--- src/logic/alu_pkg.sv ---
// Contract
// - Byte add, optional carry in, sets Z, C, N, V, H in one cycle.
// - Word add of a constant to high:low sets Z, C, N, V, S in two cycles.
// - Byte subtract, optional borrow, sets Z, C, N, V, H in one cycle.
// - Word subtract of a constant from high:low sets Z,C,N,V,S, two cycles.
// - AND with a register or constant sets only Z, N and V in one cycle.
// - OR with a register or constant sets only Z, N and V in one cycle.
// - XOR with the source sets only Z, N and V in one cycle.
// - 0xFF minus value sets Z,C,N,V; 0x00 minus it also sets H; one cycle.
// - Mask OR or AND with 0xFF minus mask sets Z, N, V in one cycle.
// - Plus one and minus one set only Z, N, V and keep carry, in one cycle.
// - Zero/sign check keeps the value and sets Z, N and V in one cycle.
// - Zero fill clears and sets Z, N, V; fill ones loads 0xFF, no flags.
// - Byte products fill the product pair, setting Z and C, in two cycles.
// - Fractional products are shifted left by one, set Z and C, two cycles.
`default_nettype none

package alu_pkg;

    // ************************************************************
    // Register map and fields
    // ************************************************************
    localparam int ADDR_W = 8;
    localparam logic [7:0] OFF_DEST = 8'h00;
    localparam logic [7:0] OFF_SRC = 8'h04;
    localparam logic [7:0] OFF_WORD_HI = 8'h08;
    localparam logic [7:0] OFF_CTRL = 8'h0C;
    localparam logic [7:0] OFF_FLAGS = 8'h10;
    localparam logic [7:0] OFF_PROD_LO = 8'h14;
    localparam logic [7:0] OFF_PROD_HI = 8'h18;
    localparam int CTRL_GO_BIT = 7;
    localparam int CTRL_BUSY_BIT = 6;
    localparam int CTRL_OP_W = 5;
    localparam int FLAG_C = 0;
    localparam int FLAG_Z = 1;
    localparam int FLAG_N = 2;
    localparam int FLAG_V = 3;
    localparam int FLAG_S = 4;
    localparam int FLAG_H = 5;
    localparam logic [7:0] FLAGS_MASK = 8'h3F;
    localparam logic [7:0] FLAGS_RESET = 8'h00;
    localparam logic [7:0] DATA_RESET = 8'h00;
    localparam logic [7:0] BYTE_ZERO = 8'h00;
    localparam logic [7:0] BYTE_ONE = 8'h01;
    localparam logic [7:0] BYTE_ONES = 8'hFF;
    localparam int CYCLES_SHORT = 1;
    localparam int CYCLES_LONG = 2;

    // ************************************************************
    // Types
    // ************************************************************
    typedef enum logic [CTRL_OP_W-1:0] {
        OP_SUM, OP_SUM_CARRY, OP_WORD_SUM, OP_DIFF, OP_DIFF_BORROW,
        OP_WORD_DIFF, OP_BOTH, OP_EITHER, OP_EXCL, OP_ONES_INV,
        OP_TWOS_INV, OP_FORCE_HIGH, OP_FORCE_LOW, OP_PLUS_ONE,
        OP_MINUS_ONE, OP_ZS_CHECK, OP_ZERO_FILL, OP_FILL_ONES,
        OP_PROD_U, OP_PROD_S, OP_PROD_SU, OP_FRAC_U, OP_FRAC_S,
        OP_FRAC_SU
    } op_type;

    typedef enum logic [1:0] {S_IDLE, S_FIRST, S_SECOND} state_type;

    typedef enum logic [2:0] {
        FL_NONE, FL_LOGIC, FL_COUNT, FL_ARITH, FL_ONES
    } flag_class_type;

    typedef enum logic [2:0] {
        RS_DEST, RS_SRC, RS_WORD_HI, RS_CTRL, RS_FLAGS, RS_PROD_LO,
        RS_PROD_HI, RS_NONE
    } regsel_type;

endpackage : alu_pkg

`default_nettype wire

--- src/logic/product_unit.sv ---
`default_nettype none

module product_unit
    import alu_pkg::*;
#(
    parameter int W = 8
)
(
    // Clock and reset
    input wire logic sys_clk,
    input wire logic sys_rst,
    // Operands and mode
    input wire logic load,
    input wire logic [W-1:0] factorA,
    input wire logic [W-1:0] factorB,
    input wire logic signA,
    input wire logic signB,
    input wire logic frac,
    // Result, valid the cycle after load
    output logic [2*W-1:0] product,
    output logic carry
);

    generate
        if (W < 2)
        begin : g_check
            $error("product_unit needs W of at least 2");
        end
    endgenerate

    logic [2*W-1:0] extA;
    logic [2*W-1:0] extB;
    logic [2*W-1:0] fullProd;

    // Sign or zero extension; the whole 2W-bit product is exact
    assign extA = {{W{signA & factorA[W-1]}}, factorA};
    assign extB = {{W{signB & factorB[W-1]}}, factorB};
    assign fullProd = extA * extB;

    // Shift and carry registered so both outputs come from flops
    always_ff @(posedge sys_clk)
    begin
        if (sys_rst)
        begin
            product <= '0;
            carry <= 1'b0;
        end
        else if (load)
        begin
            product <= frac ? {fullProd[2*W-2:0], 1'b0} : fullProd;
            carry <= fullProd[2*W-1];
        end
    end

endmodule : product_unit

`default_nettype wire

--- src/logic/byte_alu_and_multiplier.sv ---
// Chosen here: the address map and the Wishbone interface to the registers.
`default_nettype none

module byte_alu_and_multiplier
    import alu_pkg::*;
#(
    parameter int DATA_W = 32
)
(
    // Clock and reset
    input wire logic sys_clk,
    input wire logic sys_rst,
    // Wishbone slave
    input wire logic wbCyc,
    input wire logic wbStb,
    input wire logic wbWe,
    input wire logic [ADDR_W-1:0] wbAdr,
    input wire logic [DATA_W/8-1:0] wbSel,
    input wire logic [DATA_W-1:0] wbDatW,
    output logic [DATA_W-1:0] wbDatR,
    output logic wbAck
);

    generate
        if (DATA_W < 8 || DATA_W % 8 != 0)
        begin : g_check
            $error("DATA_W must be a whole number of bytes");
        end
    endgenerate

    // ************************************************************
    // Helpers
    // ************************************************************
    function automatic regsel_type decodeAddr(input logic [ADDR_W-1:0] a);
        regsel_type rs;
        unique case (a)
            OFF_DEST: rs = RS_DEST;
            OFF_SRC: rs = RS_SRC;
            OFF_WORD_HI: rs = RS_WORD_HI;
            OFF_CTRL: rs = RS_CTRL;
            OFF_FLAGS: rs = RS_FLAGS;
            OFF_PROD_LO: rs = RS_PROD_LO;
            OFF_PROD_HI: rs = RS_PROD_HI;
            default: rs = RS_NONE;
        endcase
        return rs;
    endfunction : decodeAddr

    function automatic logic isLongOp(input op_type op);
        return op inside {OP_WORD_SUM, OP_WORD_DIFF, OP_PROD_U, OP_PROD_S,
            OP_PROD_SU, OP_FRAC_U, OP_FRAC_S, OP_FRAC_SU};
    endfunction : isLongOp

    // ************************************************************
    // Bus slave
    // ************************************************************
    logic ackR;
    logic access;
    logic busWrite;
    regsel_type regSel;
    state_type stateR;
    op_type opR;
    logic [7:0] destR;
    logic [7:0] srcR;
    logic [7:0] hiR;
    logic [7:0] flagsR;
    logic [7:0] prodLoR;
    logic [7:0] prodHiR;
    logic [7:0] readByte;
    logic goWrite;

    assign access = wbCyc & wbStb & ~ackR;
    assign regSel = decodeAddr(wbAdr);
    // Operand writes are refused while an operation runs
    assign busWrite = access & wbWe & wbSel[0] & (stateR == S_IDLE);
    assign goWrite = busWrite & (regSel == RS_CTRL)
        & wbDatW[CTRL_GO_BIT];
    assign wbAck = ackR;

    always_ff @(posedge sys_clk)
    begin
        if (sys_rst)
        begin
            ackR <= 1'b0;
        end
        else
        begin
            ackR <= access;
        end
    end

    always_comb
    begin
        unique case (regSel)
            RS_DEST: readByte = destR;
            RS_SRC: readByte = srcR;
            RS_WORD_HI: readByte = hiR;
            RS_CTRL: readByte = {1'b0, stateR != S_IDLE, 1'b0, opR};
            RS_FLAGS: readByte = flagsR;
            RS_PROD_LO: readByte = prodLoR;
            RS_PROD_HI: readByte = prodHiR;
            default: readByte = BYTE_ZERO;
        endcase
    end

    always_ff @(posedge sys_clk)
    begin
        if (sys_rst)
        begin
            wbDatR <= '0;
        end
        else if (access)
        begin
            wbDatR <= {{(DATA_W-8){1'b0}}, readByte};
        end
    end

    // ************************************************************
    // Sequencer
    // ************************************************************
    always_ff @(posedge sys_clk)
    begin
        if (sys_rst)
        begin
            stateR <= S_IDLE;
            opR <= OP_SUM;
        end
        else
        begin
            unique case (stateR)
                S_IDLE:
                begin
                    if (goWrite)
                    begin
                        stateR <= S_FIRST;
                        opR <= op_type'(wbDatW[CTRL_OP_W-1:0]);
                    end
                end
                S_FIRST: stateR <= isLongOp(opR) ? S_SECOND : S_IDLE;
                S_SECOND: stateR <= S_IDLE;
                default: stateR <= S_IDLE;
            endcase
        end
    end

    // ************************************************************
    // Byte datapath
    // ************************************************************
    logic [7:0] opA;
    logic [7:0] opB;
    logic cin;
    logic doSub;
    logic [8:0] arith;
    logic [7:0] ar;
    logic halfC;
    logic ovf;
    logic [7:0] byteRes;
    logic [7:0] flagsNxt;
    flag_class_type cls;
    logic writesDest;

    always_comb
    begin
        opA = destR;
        opB = srcR;
        cin = 1'b0;
        doSub = 1'b0;
        case (opR)
            OP_SUM_CARRY: cin = flagsR[FLAG_C];
            OP_DIFF: doSub = 1'b1;
            OP_DIFF_BORROW:
            begin
                doSub = 1'b1;
                cin = flagsR[FLAG_C];
            end
            OP_TWOS_INV:
            begin
                opA = BYTE_ZERO;
                opB = destR;
                doSub = 1'b1;
            end
            OP_PLUS_ONE: opB = BYTE_ONE;
            OP_MINUS_ONE:
            begin
                opB = BYTE_ONE;
                doSub = 1'b1;
            end
            default: ;
        endcase
    end

    assign arith = doSub
        ? ({1'b0, opA} - {1'b0, opB} - {8'h00, cin})
        : ({1'b0, opA} + {1'b0, opB} + {8'h00, cin});
    assign ar = arith[7:0];
    assign halfC = doSub
        ? (~opA[3] & opB[3] | opB[3] & ar[3] | ar[3] & ~opA[3])
        : (opA[3] & opB[3] | opB[3] & ~ar[3] | ~ar[3] & opA[3]);
    assign ovf = doSub
        ? (opA[7] & ~opB[7] & ~ar[7] | ~opA[7] & opB[7] & ar[7])
        : (opA[7] & opB[7] & ~ar[7] | ~opA[7] & ~opB[7] & ar[7]);

    always_comb
    begin
        byteRes = destR;
        cls = FL_NONE;
        writesDest = 1'b1;
        case (opR)
            OP_SUM, OP_SUM_CARRY, OP_DIFF, OP_DIFF_BORROW, OP_TWOS_INV:
            begin
                byteRes = ar;
                cls = FL_ARITH;
            end
            OP_PLUS_ONE, OP_MINUS_ONE:
            begin
                byteRes = ar;
                cls = FL_COUNT;
            end
            OP_BOTH, OP_ZS_CHECK:
            begin
                byteRes = destR
                    & (opR == OP_ZS_CHECK ? destR : srcR);
                cls = FL_LOGIC;
            end
            OP_EITHER, OP_FORCE_HIGH:
            begin
                byteRes = destR | srcR;
                cls = FL_LOGIC;
            end
            OP_FORCE_LOW:
            begin
                byteRes = destR & (BYTE_ONES - srcR);
                cls = FL_LOGIC;
            end
            OP_EXCL, OP_ZERO_FILL:
            begin
                byteRes = destR
                    ^ (opR == OP_ZERO_FILL ? destR : srcR);
                cls = FL_LOGIC;
            end
            OP_ONES_INV:
            begin
                byteRes = BYTE_ONES - destR;
                cls = FL_ONES;
            end
            OP_FILL_ONES: byteRes = BYTE_ONES;
            default: writesDest = 1'b0;
        endcase
    end

    // Untouched flags pass through unchanged
    always_comb
    begin
        flagsNxt = flagsR;
        if (cls != FL_NONE)
        begin
            flagsNxt[FLAG_Z] = (byteRes == BYTE_ZERO);
            flagsNxt[FLAG_N] = byteRes[7];
            flagsNxt[FLAG_V] = 1'b0;
        end
        case (cls)
            FL_COUNT: flagsNxt[FLAG_V] = ovf;
            FL_ARITH:
            begin
                flagsNxt[FLAG_V] = ovf;
                flagsNxt[FLAG_C] = arith[8];
                flagsNxt[FLAG_H] = halfC;
            end
            FL_ONES: flagsNxt[FLAG_C] = 1'b1;
            default: ;
        endcase
    end

    // ************************************************************
    // Word and product datapath
    // ************************************************************
    logic [15:0] wordResR;
    logic [15:0] product;
    logic prodCarry;
    logic wordOvf;
    logic wordCarry;

    always_ff @(posedge sys_clk)
    begin
        if (sys_rst)
        begin
            wordResR <= 16'h0000;
        end
        else if (stateR == S_FIRST)
        begin
            if (opR == OP_WORD_DIFF)
            begin
                wordResR <= {hiR, destR} - {8'h00, srcR};
            end
            else
            begin
                wordResR <= {hiR, destR} + {8'h00, srcR};
            end
        end
    end

    assign wordOvf = (opR == OP_WORD_DIFF)
        ? (hiR[7] & ~wordResR[15]) : (~hiR[7] & wordResR[15]);
    assign wordCarry = (opR == OP_WORD_DIFF)
        ? (wordResR[15] & ~hiR[7]) : (~wordResR[15] & hiR[7]);

    product_unit #(
        .W(8)
    ) u_product (
        .sys_clk(sys_clk),
        .sys_rst(sys_rst),
        .load(stateR == S_FIRST),
        .factorA(destR),
        .factorB(srcR),
        .signA(opR inside {OP_PROD_S, OP_PROD_SU, OP_FRAC_S, OP_FRAC_SU}),
        .signB(opR inside {OP_PROD_S, OP_FRAC_S}),
        .frac(opR inside {OP_FRAC_U, OP_FRAC_S, OP_FRAC_SU}),
        .product(product),
        .carry(prodCarry)
    );

    // ************************************************************
    // Register file
    // ************************************************************
    always_ff @(posedge sys_clk)
    begin
        if (sys_rst)
        begin
            destR <= DATA_RESET;
            hiR <= DATA_RESET;
            srcR <= DATA_RESET;
        end
        else if (busWrite)
        begin
            if (regSel == RS_DEST)
                destR <= wbDatW[7:0];
            if (regSel == RS_SRC)
                srcR <= wbDatW[7:0];
            if (regSel == RS_WORD_HI)
                hiR <= wbDatW[7:0];
        end
        else if (stateR == S_FIRST && writesDest)
        begin
            destR <= byteRes;
        end
        else if (stateR == S_SECOND && opR inside {OP_WORD_SUM, OP_WORD_DIFF})
        begin
            {hiR, destR} <= wordResR;
        end
    end

    always_ff @(posedge sys_clk)
    begin
        if (sys_rst)
        begin
            prodLoR <= DATA_RESET;
            prodHiR <= DATA_RESET;
        end
        else if (stateR == S_SECOND
            && !(opR inside {OP_WORD_SUM, OP_WORD_DIFF}))
        begin
            {prodHiR, prodLoR} <= product;
        end
    end

    always_ff @(posedge sys_clk)
    begin
        if (sys_rst)
        begin
            flagsR <= FLAGS_RESET;
        end
        else if (busWrite && regSel == RS_FLAGS)
        begin
            flagsR <= wbDatW[7:0] & FLAGS_MASK;
        end
        else if (stateR == S_FIRST && !isLongOp(opR))
        begin
            flagsR <= flagsNxt;
        end
        else if (stateR == S_SECOND)
        begin
            if (opR inside {OP_WORD_SUM, OP_WORD_DIFF})
            begin
                flagsR[FLAG_Z] <= (wordResR == 16'h0000);
                flagsR[FLAG_N] <= wordResR[15];
                flagsR[FLAG_V] <= wordOvf;
                flagsR[FLAG_C] <= wordCarry;
                flagsR[FLAG_S] <= wordResR[15] ^ wordOvf;
            end
            else
            begin
                flagsR[FLAG_Z] <= (product == 16'h0000);
                flagsR[FLAG_C] <= prodCarry;
            end
        end
    end

    // ************************************************************
    // Assertions
    // ************************************************************
    a_short_done: assert property (
        @(posedge sys_clk) disable iff (sys_rst)
        stateR == S_FIRST && !isLongOp(opR) |=> stateR == S_IDLE)
        else $error("one-cycle operation did not finish in one cycle");

    a_long_done: assert property (
        @(posedge sys_clk) disable iff (sys_rst)
        stateR == S_FIRST && isLongOp(opR)
        |=> stateR == S_SECOND ##1 stateR == S_IDLE)
        else $error("two-cycle operation did not take two cycles");

    a_sum_value: assert property (
        @(posedge sys_clk) disable iff (sys_rst)
        stateR == S_FIRST && opR == OP_SUM
        |=> destR == 8'($past(destR) + $past(srcR)))
        else $error("byte sum wrong");

    a_diff_borrow: assert property (
        @(posedge sys_clk) disable iff (sys_rst)
        stateR == S_FIRST && opR == OP_DIFF
        |=> flagsR[FLAG_C] == ($past(srcR) > $past(destR)))
        else $error("difference borrow wrong");

    a_word_pair: assert property (
        @(posedge sys_clk) disable iff (sys_rst)
        stateR == S_FIRST && opR == OP_WORD_SUM
        |=> ##1 {hiR, destR} == 16'($past({hiR, destR}, 2)
        + {8'h00, $past(srcR, 2)}))
        else $error("word sum wrong");

    a_carry_kept: assert property (
        @(posedge sys_clk) disable iff (sys_rst)
        stateR == S_FIRST && opR inside {OP_PLUS_ONE, OP_MINUS_ONE}
        |=> $stable(flagsR[FLAG_C]) && $stable(flagsR[FLAG_H]))
        else $error("count operation touched carry");

    a_fill_flags: assert property (
        @(posedge sys_clk) disable iff (sys_rst)
        stateR == S_FIRST && opR == OP_FILL_ONES
        |=> destR == BYTE_ONES && $stable(flagsR))
        else $error("fill ones wrong");

    a_logic_ovf: assert property (
        @(posedge sys_clk) disable iff (sys_rst)
        stateR == S_FIRST && opR == OP_BOTH
        |=> !flagsR[FLAG_V] && destR == ($past(destR) & $past(srcR)))
        else $error("bitwise and wrong");

    a_twos_value: assert property (
        @(posedge sys_clk) disable iff (sys_rst)
        stateR == S_FIRST && opR == OP_TWOS_INV
        |=> destR == 8'(BYTE_ZERO - $past(destR))
        && flagsR[FLAG_C] == ($past(destR) != BYTE_ZERO))
        else $error("twos invert wrong");

    a_prod_value: assert property (
        @(posedge sys_clk) disable iff (sys_rst)
        stateR == S_FIRST && opR == OP_PROD_U
        |=> ##1 {prodHiR, prodLoR} == ({8'h00, $past(destR, 2)}
        * {8'h00, $past(srcR, 2)}))
        else $error("unsigned product wrong");

    a_ack_pulse: assert property (@(posedge sys_clk) disable iff (sys_rst)
        wbAck |=> !wbAck)
        else $error("ack held longer than one cycle");

endmodule : byte_alu_and_multiplier

`default_nettype wire

--- config.mk ---
export PLATFORM = sky130hd
export DESIGN_NAME = byte_alu_and_multiplier
export DESIGN_NICKNAME = d
export VERILOG_FILES = /design/src/logic/alu_pkg.sv /design/src/logic/product_unit.sv /design/src/logic/byte_alu_and_multiplier.sv
export SDC_FILE = /design/constraint.sdc
export NUM_CORES = 1
export LEC_CHECK = 0
export ABC_CLOCK_PERIOD_IN_PS = 5800
export BUFFER_PORTS_ARGS = -buffer_cell sky130_fd_sc_hd__buf_2
export CAP_MARGIN = 10
export CORE_ASPECT_RATIO = 1.75
export CORE_UTILIZATION = 55
export CTS_CLUSTER_DIAMETER = 80
export DETAILED_ROUTE_END_ITERATION = 6
export HOLD_SLACK_MARGIN = 0.1
export PLACE_DENSITY = 0.74
export SLEW_MARGIN = 10
export SYNTH_ARGS = -nofsm -noshare
export SYNTH_HDL_FRONTEND = slang
export SYNTH_SLANG_ARGS = --single-unit
--- constraint.sdc ---
create_clock -name sys_clk -period 5.8 [get_ports sys_clk]
set_input_delay 1.45 -clock sys_clk [delete_from_list [all_inputs] [get_ports sys_clk]]
set_output_delay 1.45 -clock sys_clk [all_outputs]
set_load 0.05 [all_outputs]
Yosys cells after proc, flatten, opt, wreduce, memory -nomap -nowiden
Cells that the tools add are included.

operators by class
  add/sub/neg operators = 8
  multiply operators = 1
  div/mod/pow operators = 0
  order comparisons = 0
  eq/ne operators = 48
  shift operators = 0
  muxes and demuxes = 39
  bitwise operators = 44
  reductions and logical operators = 50

operators by type and width
  kind                                                  number
  case mux 8 bit (7 select lines)                       2
  two-way mux 8 bit                                     11
  equality test 5 x 4 -> 1 bit (second input constant)  8
  equality test 5 bit (second input constant)           8
  zero test 16 bit                                      2
  two-way mux 16 bit                                    2
  bitwise AND 1 bit                                     25
  equality test 8 x 5 -> 1 bit (second input constant)  3
  case mux 3 bit (7 select lines)                       1
  equality test 5 x 3 -> 1 bit (second input constant)  4
  adder 16 x 8 -> 16 bit                                1
  bitwise AND 8 bit                                     2
  equality test 8 x 4 -> 1 bit (second input constant)  2
  zero test 8 bit                                       2
  multiplier 9 x 9 -> 16 bit                            1
  case mux 8 bit (2 select lines)                       1
  nonzero test 2 bit                                    8
  OR reduction 16 bit                                   1
  subtractor 16 x 8 -> 16 bit                           1
  subtractor 8 bit (first input constant)               2
  nonzero test 3 bit                                    5
  OR reduction 7 bit                                    2
  equality test 3 x 2 -> 1 bit (second input constant)  4
  equality test 3 bit (second input constant)           4
  41 further kinds                                      88

storage, ports and cells
  bits in registers = 95
  bits in latches = 0
  memory bits (writable) = 0
  bits in read-only memories = 0
  input bits = 49
  logic and storage cells = 208
  memories kept = 0

Longest topological paths before layout
  depth in word-level cells = 14
  gate-level depth with buffers = 21
  depth with buffers taken out = 19

Hierarchy
Synthesis repeated with hierarchy kept, for this count alone.

second synthesis, totals
  cells, all modules = 1302
  area total of the unflattened synthesis = 10146.0 um^2

by module, submodules not included
  module                   times used  cells each  area an instance (um^2)  sequential area each (um^2)
  byte_alu_and_multiplier  1           909         6656.4                   1561.5
  product_unit             1           393         3489.6                   340.3

Least setup slack after synthesis
No wires, ideal clock.

  path type = reg2reg
  start = register opR[3]
  end = register u_product.product[14]
  setup time = 74 ps
  data arrival time = 5285 ps
  required time = 5726 ps
  slack = 441 ps
  stages on the path, launching flop included = 19
  cell sequence = dfxtp_1 buf_4 buf_2 nor4_2 nand2_1 fa_1 inv_1 fa_1 fa_1 inv_1 fa_1 inv_1 ha_1 ha_1 or4b_2 o211ai_1 a311oi_1 nand2b_1 a31oi_1

on the way
  cells in the longest elaborated chain, start to end = 5
  elaborated cells on any way between the ends = 12

ends and longest elaborated chain
  item                                                      RTL line                                                                                        RTL
  start, declared                                           byte_alu_and_multiplier.sv:62                                                                   op_type opR;
  start signal, assigned                                    byte_alu_and_multiplier.sv:136                                                                  opR <= op_type'(wbDatW[CTRL_OP_W-1:0]);
  equality test 5 bit, on equally long branches             byte_alu_and_multiplier.sv:315, byte_alu_and_multiplier.sv:316, byte_alu_and_multiplier.sv:317
  nonzero test 4 bit or nonzero test 2 bit (tied branches)  byte_alu_and_multiplier.sv:315, byte_alu_and_multiplier.sv:316
  bitwise AND 1 bit, on equally long branches               product_unit.sv:36, product_unit.sv:37
  multiplier 9 x 9 -> 16 bit                                product_unit.sv:38                                                                              assign fullProd = extA * extB;
  two-way mux 16 bit (*)                                    product_unit.sv:50                                                                              product <= frac ? {fullProd[2*W-2:0], 1'b0} : fullProd;
  end signal, assigned                                      product_unit.sv:50
  end, declared                                             product_unit.sv:20                                                                              output logic [2*W-1:0] product,

Every way passes the cells marked *; elsewhere a longest branch is shown, timed or not.
A chain may end at the register's enable or synchronous reset.

Worst setup path in the final report
  start = register opR[2]
  end = register u_product.product[14]

Same word-level chain as after synthesis.

==> results.toml <==
[outcome]
status = "finished, final reports clean"

[clock_network]
h-tree-depth = 3
cts_root_buf = "clkbuf_16"
path_clk_slew_ns = 0.08
cts-buffers-inserted = 9
cts_hold_buffers = 0
cts_tree = "yes"
cts.path.max_buffers = 2
clk_latency_ns = 0.36
cts_num_sinks = 95

[place]
dp_hpwl_um = 25800
gp_congestion = 0.999
place_area_sq_um = 10800
port-buffer-count = 30

[worst_setup_path]
crit_path_top_delay_cell = "fa_1"
end_kind = "flip-flop"
worst_setup_path_start_kind = "flip-flop"
worstSetupPathType = "flip-flop to flip-flop"
ff2ff_path_depth = 19
slowest_delay_ns = 0.50
reg2reg_slack_ns = 0.30
cp_cell_sequence = "xor2_1, nand4_2, nand2b_1, fa_1, fa_1, inv_1, fa_1, fa_1, inv_1, fa_1, inv_1, ha_1, nand2_1, o211ai_1, nand2_1, a311oi_2, buf_4, nand2b_1, a31oi_1"
cp.arrival_ns = 5.71
crit_top_cell = "fa_1"
critPathRequiredTime_ns = 6.01
startpoint = "opR[2]"
crit-reg2reg-capture = "u_product.product[14]"
path_max_fanout = 4
reg2reg_from = "opR[2]"
crit_end = "u_product.product[14]"

[power_and_ir_drop]
swShare_pct = 27.9
leakage_nw = 4.74
vdd_drop_max_mv = 0.132
power.switching_mw = 0.376
clkPwrFrac_pct = 45.2
power.total_mw = 1.35
p_per_area_nw_per_um2 = 121
pwr-share-seq_pct = 48.4
combPwrFrac_pct = 6.4
p_int_mw = 0.971

[finish]
layout-drive-gt1-share_pct = 9.39
fin_nets = 1528
antennaDiodeCount = 0
final_common_cell = "nand2_1"
fillCellCount = 1738
layout_common_cells = "151 x nand2_1, 131 x nor2_1, 116 x inv_1, 94 x dfxtp_1, 78 x a21oi_1"
syn_to_final_growth_pct = 4.89
design_area_sq_um = 11100

[floorplan]
dieArea_sq_um = 19800
die_w_um = 107
core-area_sq_um = 18700
num_rows = 66
start_util_pct = 56.5
io_pins = 82
die_y_um = 186

[route]
avgViaCountPerCell = 6.32
post-route-drc-count = 0
antenna_left = 0
first_pass_iters = 7
wl_per_cell_um = 21.3
first_iter_violations = 1013
vias = 9987
wl_um = 33600

[synth]
synth_top_flop_cell = "dfxtp_1"
syn_avg_cell_area_sq_um = 7.84
synth.area.top_cells = "dfxtp_1 18%, fa_1 13%, ha_1 8.7%, nand2_1 5.3%, nor2_1 4.6%"
ys_warn_count = 0
yosysTopAreaCell = "dfxtp_1"
synth_top_area_share_pct = 17.9
ys_types = 88
synthArstFlopShare_pct = 0
netlist_area_sq_um = 10600
synth_edf_count = 0
seq_area_frac_synth_pct = 17.9
yosys_register_bits = 95
synthCells = 1352

[sta]
tns_ns = 0
rsz0062_at_grt = "false"
fmax_ghz = 0.182
max-slew-margin-rel_pct = 33.0
finalHoldViolations = 0
period_share_pct = 94.9
setup_viol = 0
fin_skew_ns = 0.0145
post-route-min-period_ns = 5.50
slew_viol_final = 0
tightestPinTransition_ns = 1.00

[global_route]
grt_usage_pct = 34.7
grt_pass1_wl_um = 51900
grt_max_degree = 70
globalRouteOverflowTotal = 0
grt_pass1_vias = 9534
antenna_found_initial = 0

[hold_path]
worstHoldPathCells = 2
hp-class = "flip-flop to flip-flop"

[run]
cap_violations = 0
==> sequential cells by signal, indices dropped and copies added, names as in the netlist <==
register,flops
destR,8
flagsR,6
hiR,8
opR,5
prodHiR,8
prodLoR,8
srcR,8
stateR,2
u_product.carry,1
u_product.product,16
wbAck,1
wbDatR,8
wordResR,16
==> cell type report <==
cell class                      count  area [sq um]  area share [%]
Inverter                          117           439            3.95
Clock inverter                      7          73.8           0.664
Tap cell                          238           298            2.68
Clock buffer                        9           225            2.03
Multi-Input combinational cell   1049          7760            69.8
Timing Repair Buffer               65           413            3.71
Sequential cell                    95          1900            17.1
==> logic make-up (layout without fill, tap and decap cells) <==
group	Yosys count	after routing	share of synthesized area, %
other	1	24	0.0354
multiplexers	46	46	4.45
XOR/XNOR	39	39	3.22
AO/OA/AOI/OAI	315	315	20.5
buffers and inverters	231	198	9.85
AND/OR/NAND/NOR	483	483	22.4
flip-flops	95	95	17.9
adder cells (fa/ha/maj)	142	142	21.6
==> metal layers <==
metal	track usage, %	up-vias	part of all wire, %
li1	-	4618	-
met1	37.2	4739	36
met2	61.2	465	50
met3	5.50	165	6.3
met4	25.5	0	8.0
met5	0	-	0
==> cells in the mapped netlist (14+ instances only) <==
master,n
nand2_1,151
a22oi_1,14
fa_1,68
nor2_1,131
xnor2_1,25
nor3_1,28
mux2i_1,39
inv_1,116
a311oi_1,17
o21ai_0,50
nor2b_1,17
a21oi_1,78
and2_1,45
buf_2,21
ha_1,74
nand3_1,27
dfxtp_1,95
o211ai_1,19
buf_4,32
clkbuf_1,51
a21o_1,14
a211oi_1,17
xor2_1,14
==> critical path, delay by kind of cell (launching register included) <==
family,cells,cell delay (ns)
flops,1,0.40
compound gates,3,0.63
buf+inv,4,0.32
simple gates,5,0.93
fa+ha+maj,6,2.78
xor+xnor,1,0.27
==> timing repair <==
action / 4_1_cts / 5_1_grt
endpoints found under the setup margin: 0 / 3
gates resized for setup: 0 / 3
setup buffers: 0 / 0
==> power groups by stage <==
stage                     registers [mW]  clock network, mW  logic, mW
after CTS                          0.652              0.606     0.0849
final                              0.652              0.609     0.0863
after detailed placement           0.668                  0     0.0847
after floorplan                    0.668                  0     0.0756
after global routing               0.652              0.638     0.0901
after global placement             0.667                  0     0.0842
==> worst min-delay path by stage <==
stage	start	end	slack [ns]
floorplan	wordResR[7]	wordResR[7]	0.44
global placement	wbDatR[2]	wbDatR[2]	0.44
detailed placement	wbDatR[2]	wbDatR[2]	0.45
CTS	wbDatR[2]	wbDatR[2]	0.46
global route	wbDatR[3]	wbDatR[3]	0.49
finish	wbDatR[2]	wbDatR[2]	0.46
==> through the flow <==
| stage | utilization, % | hold WS [ns] | cells | setup WS (ns) |
|---|---|---|---|---|
| after floorplan | - | 0.442 | 1375 | 0.441 |
| after global placement | 57.6 | 0.443 | 1564 | 0.294 |
| after detailed placement | 57.6 | 0.453 | 1564 | 0.236 |
| after CTS | 59.2 | 0.464 | 1580 | 0.208 |
| after global routing | 59.3 | 0.490 | 1580 | 0.0240 |
| final | 59.3 | 0.465 | 1580 | 0.296 |
No activity file was read; power rests on OpenSTA's default activity.
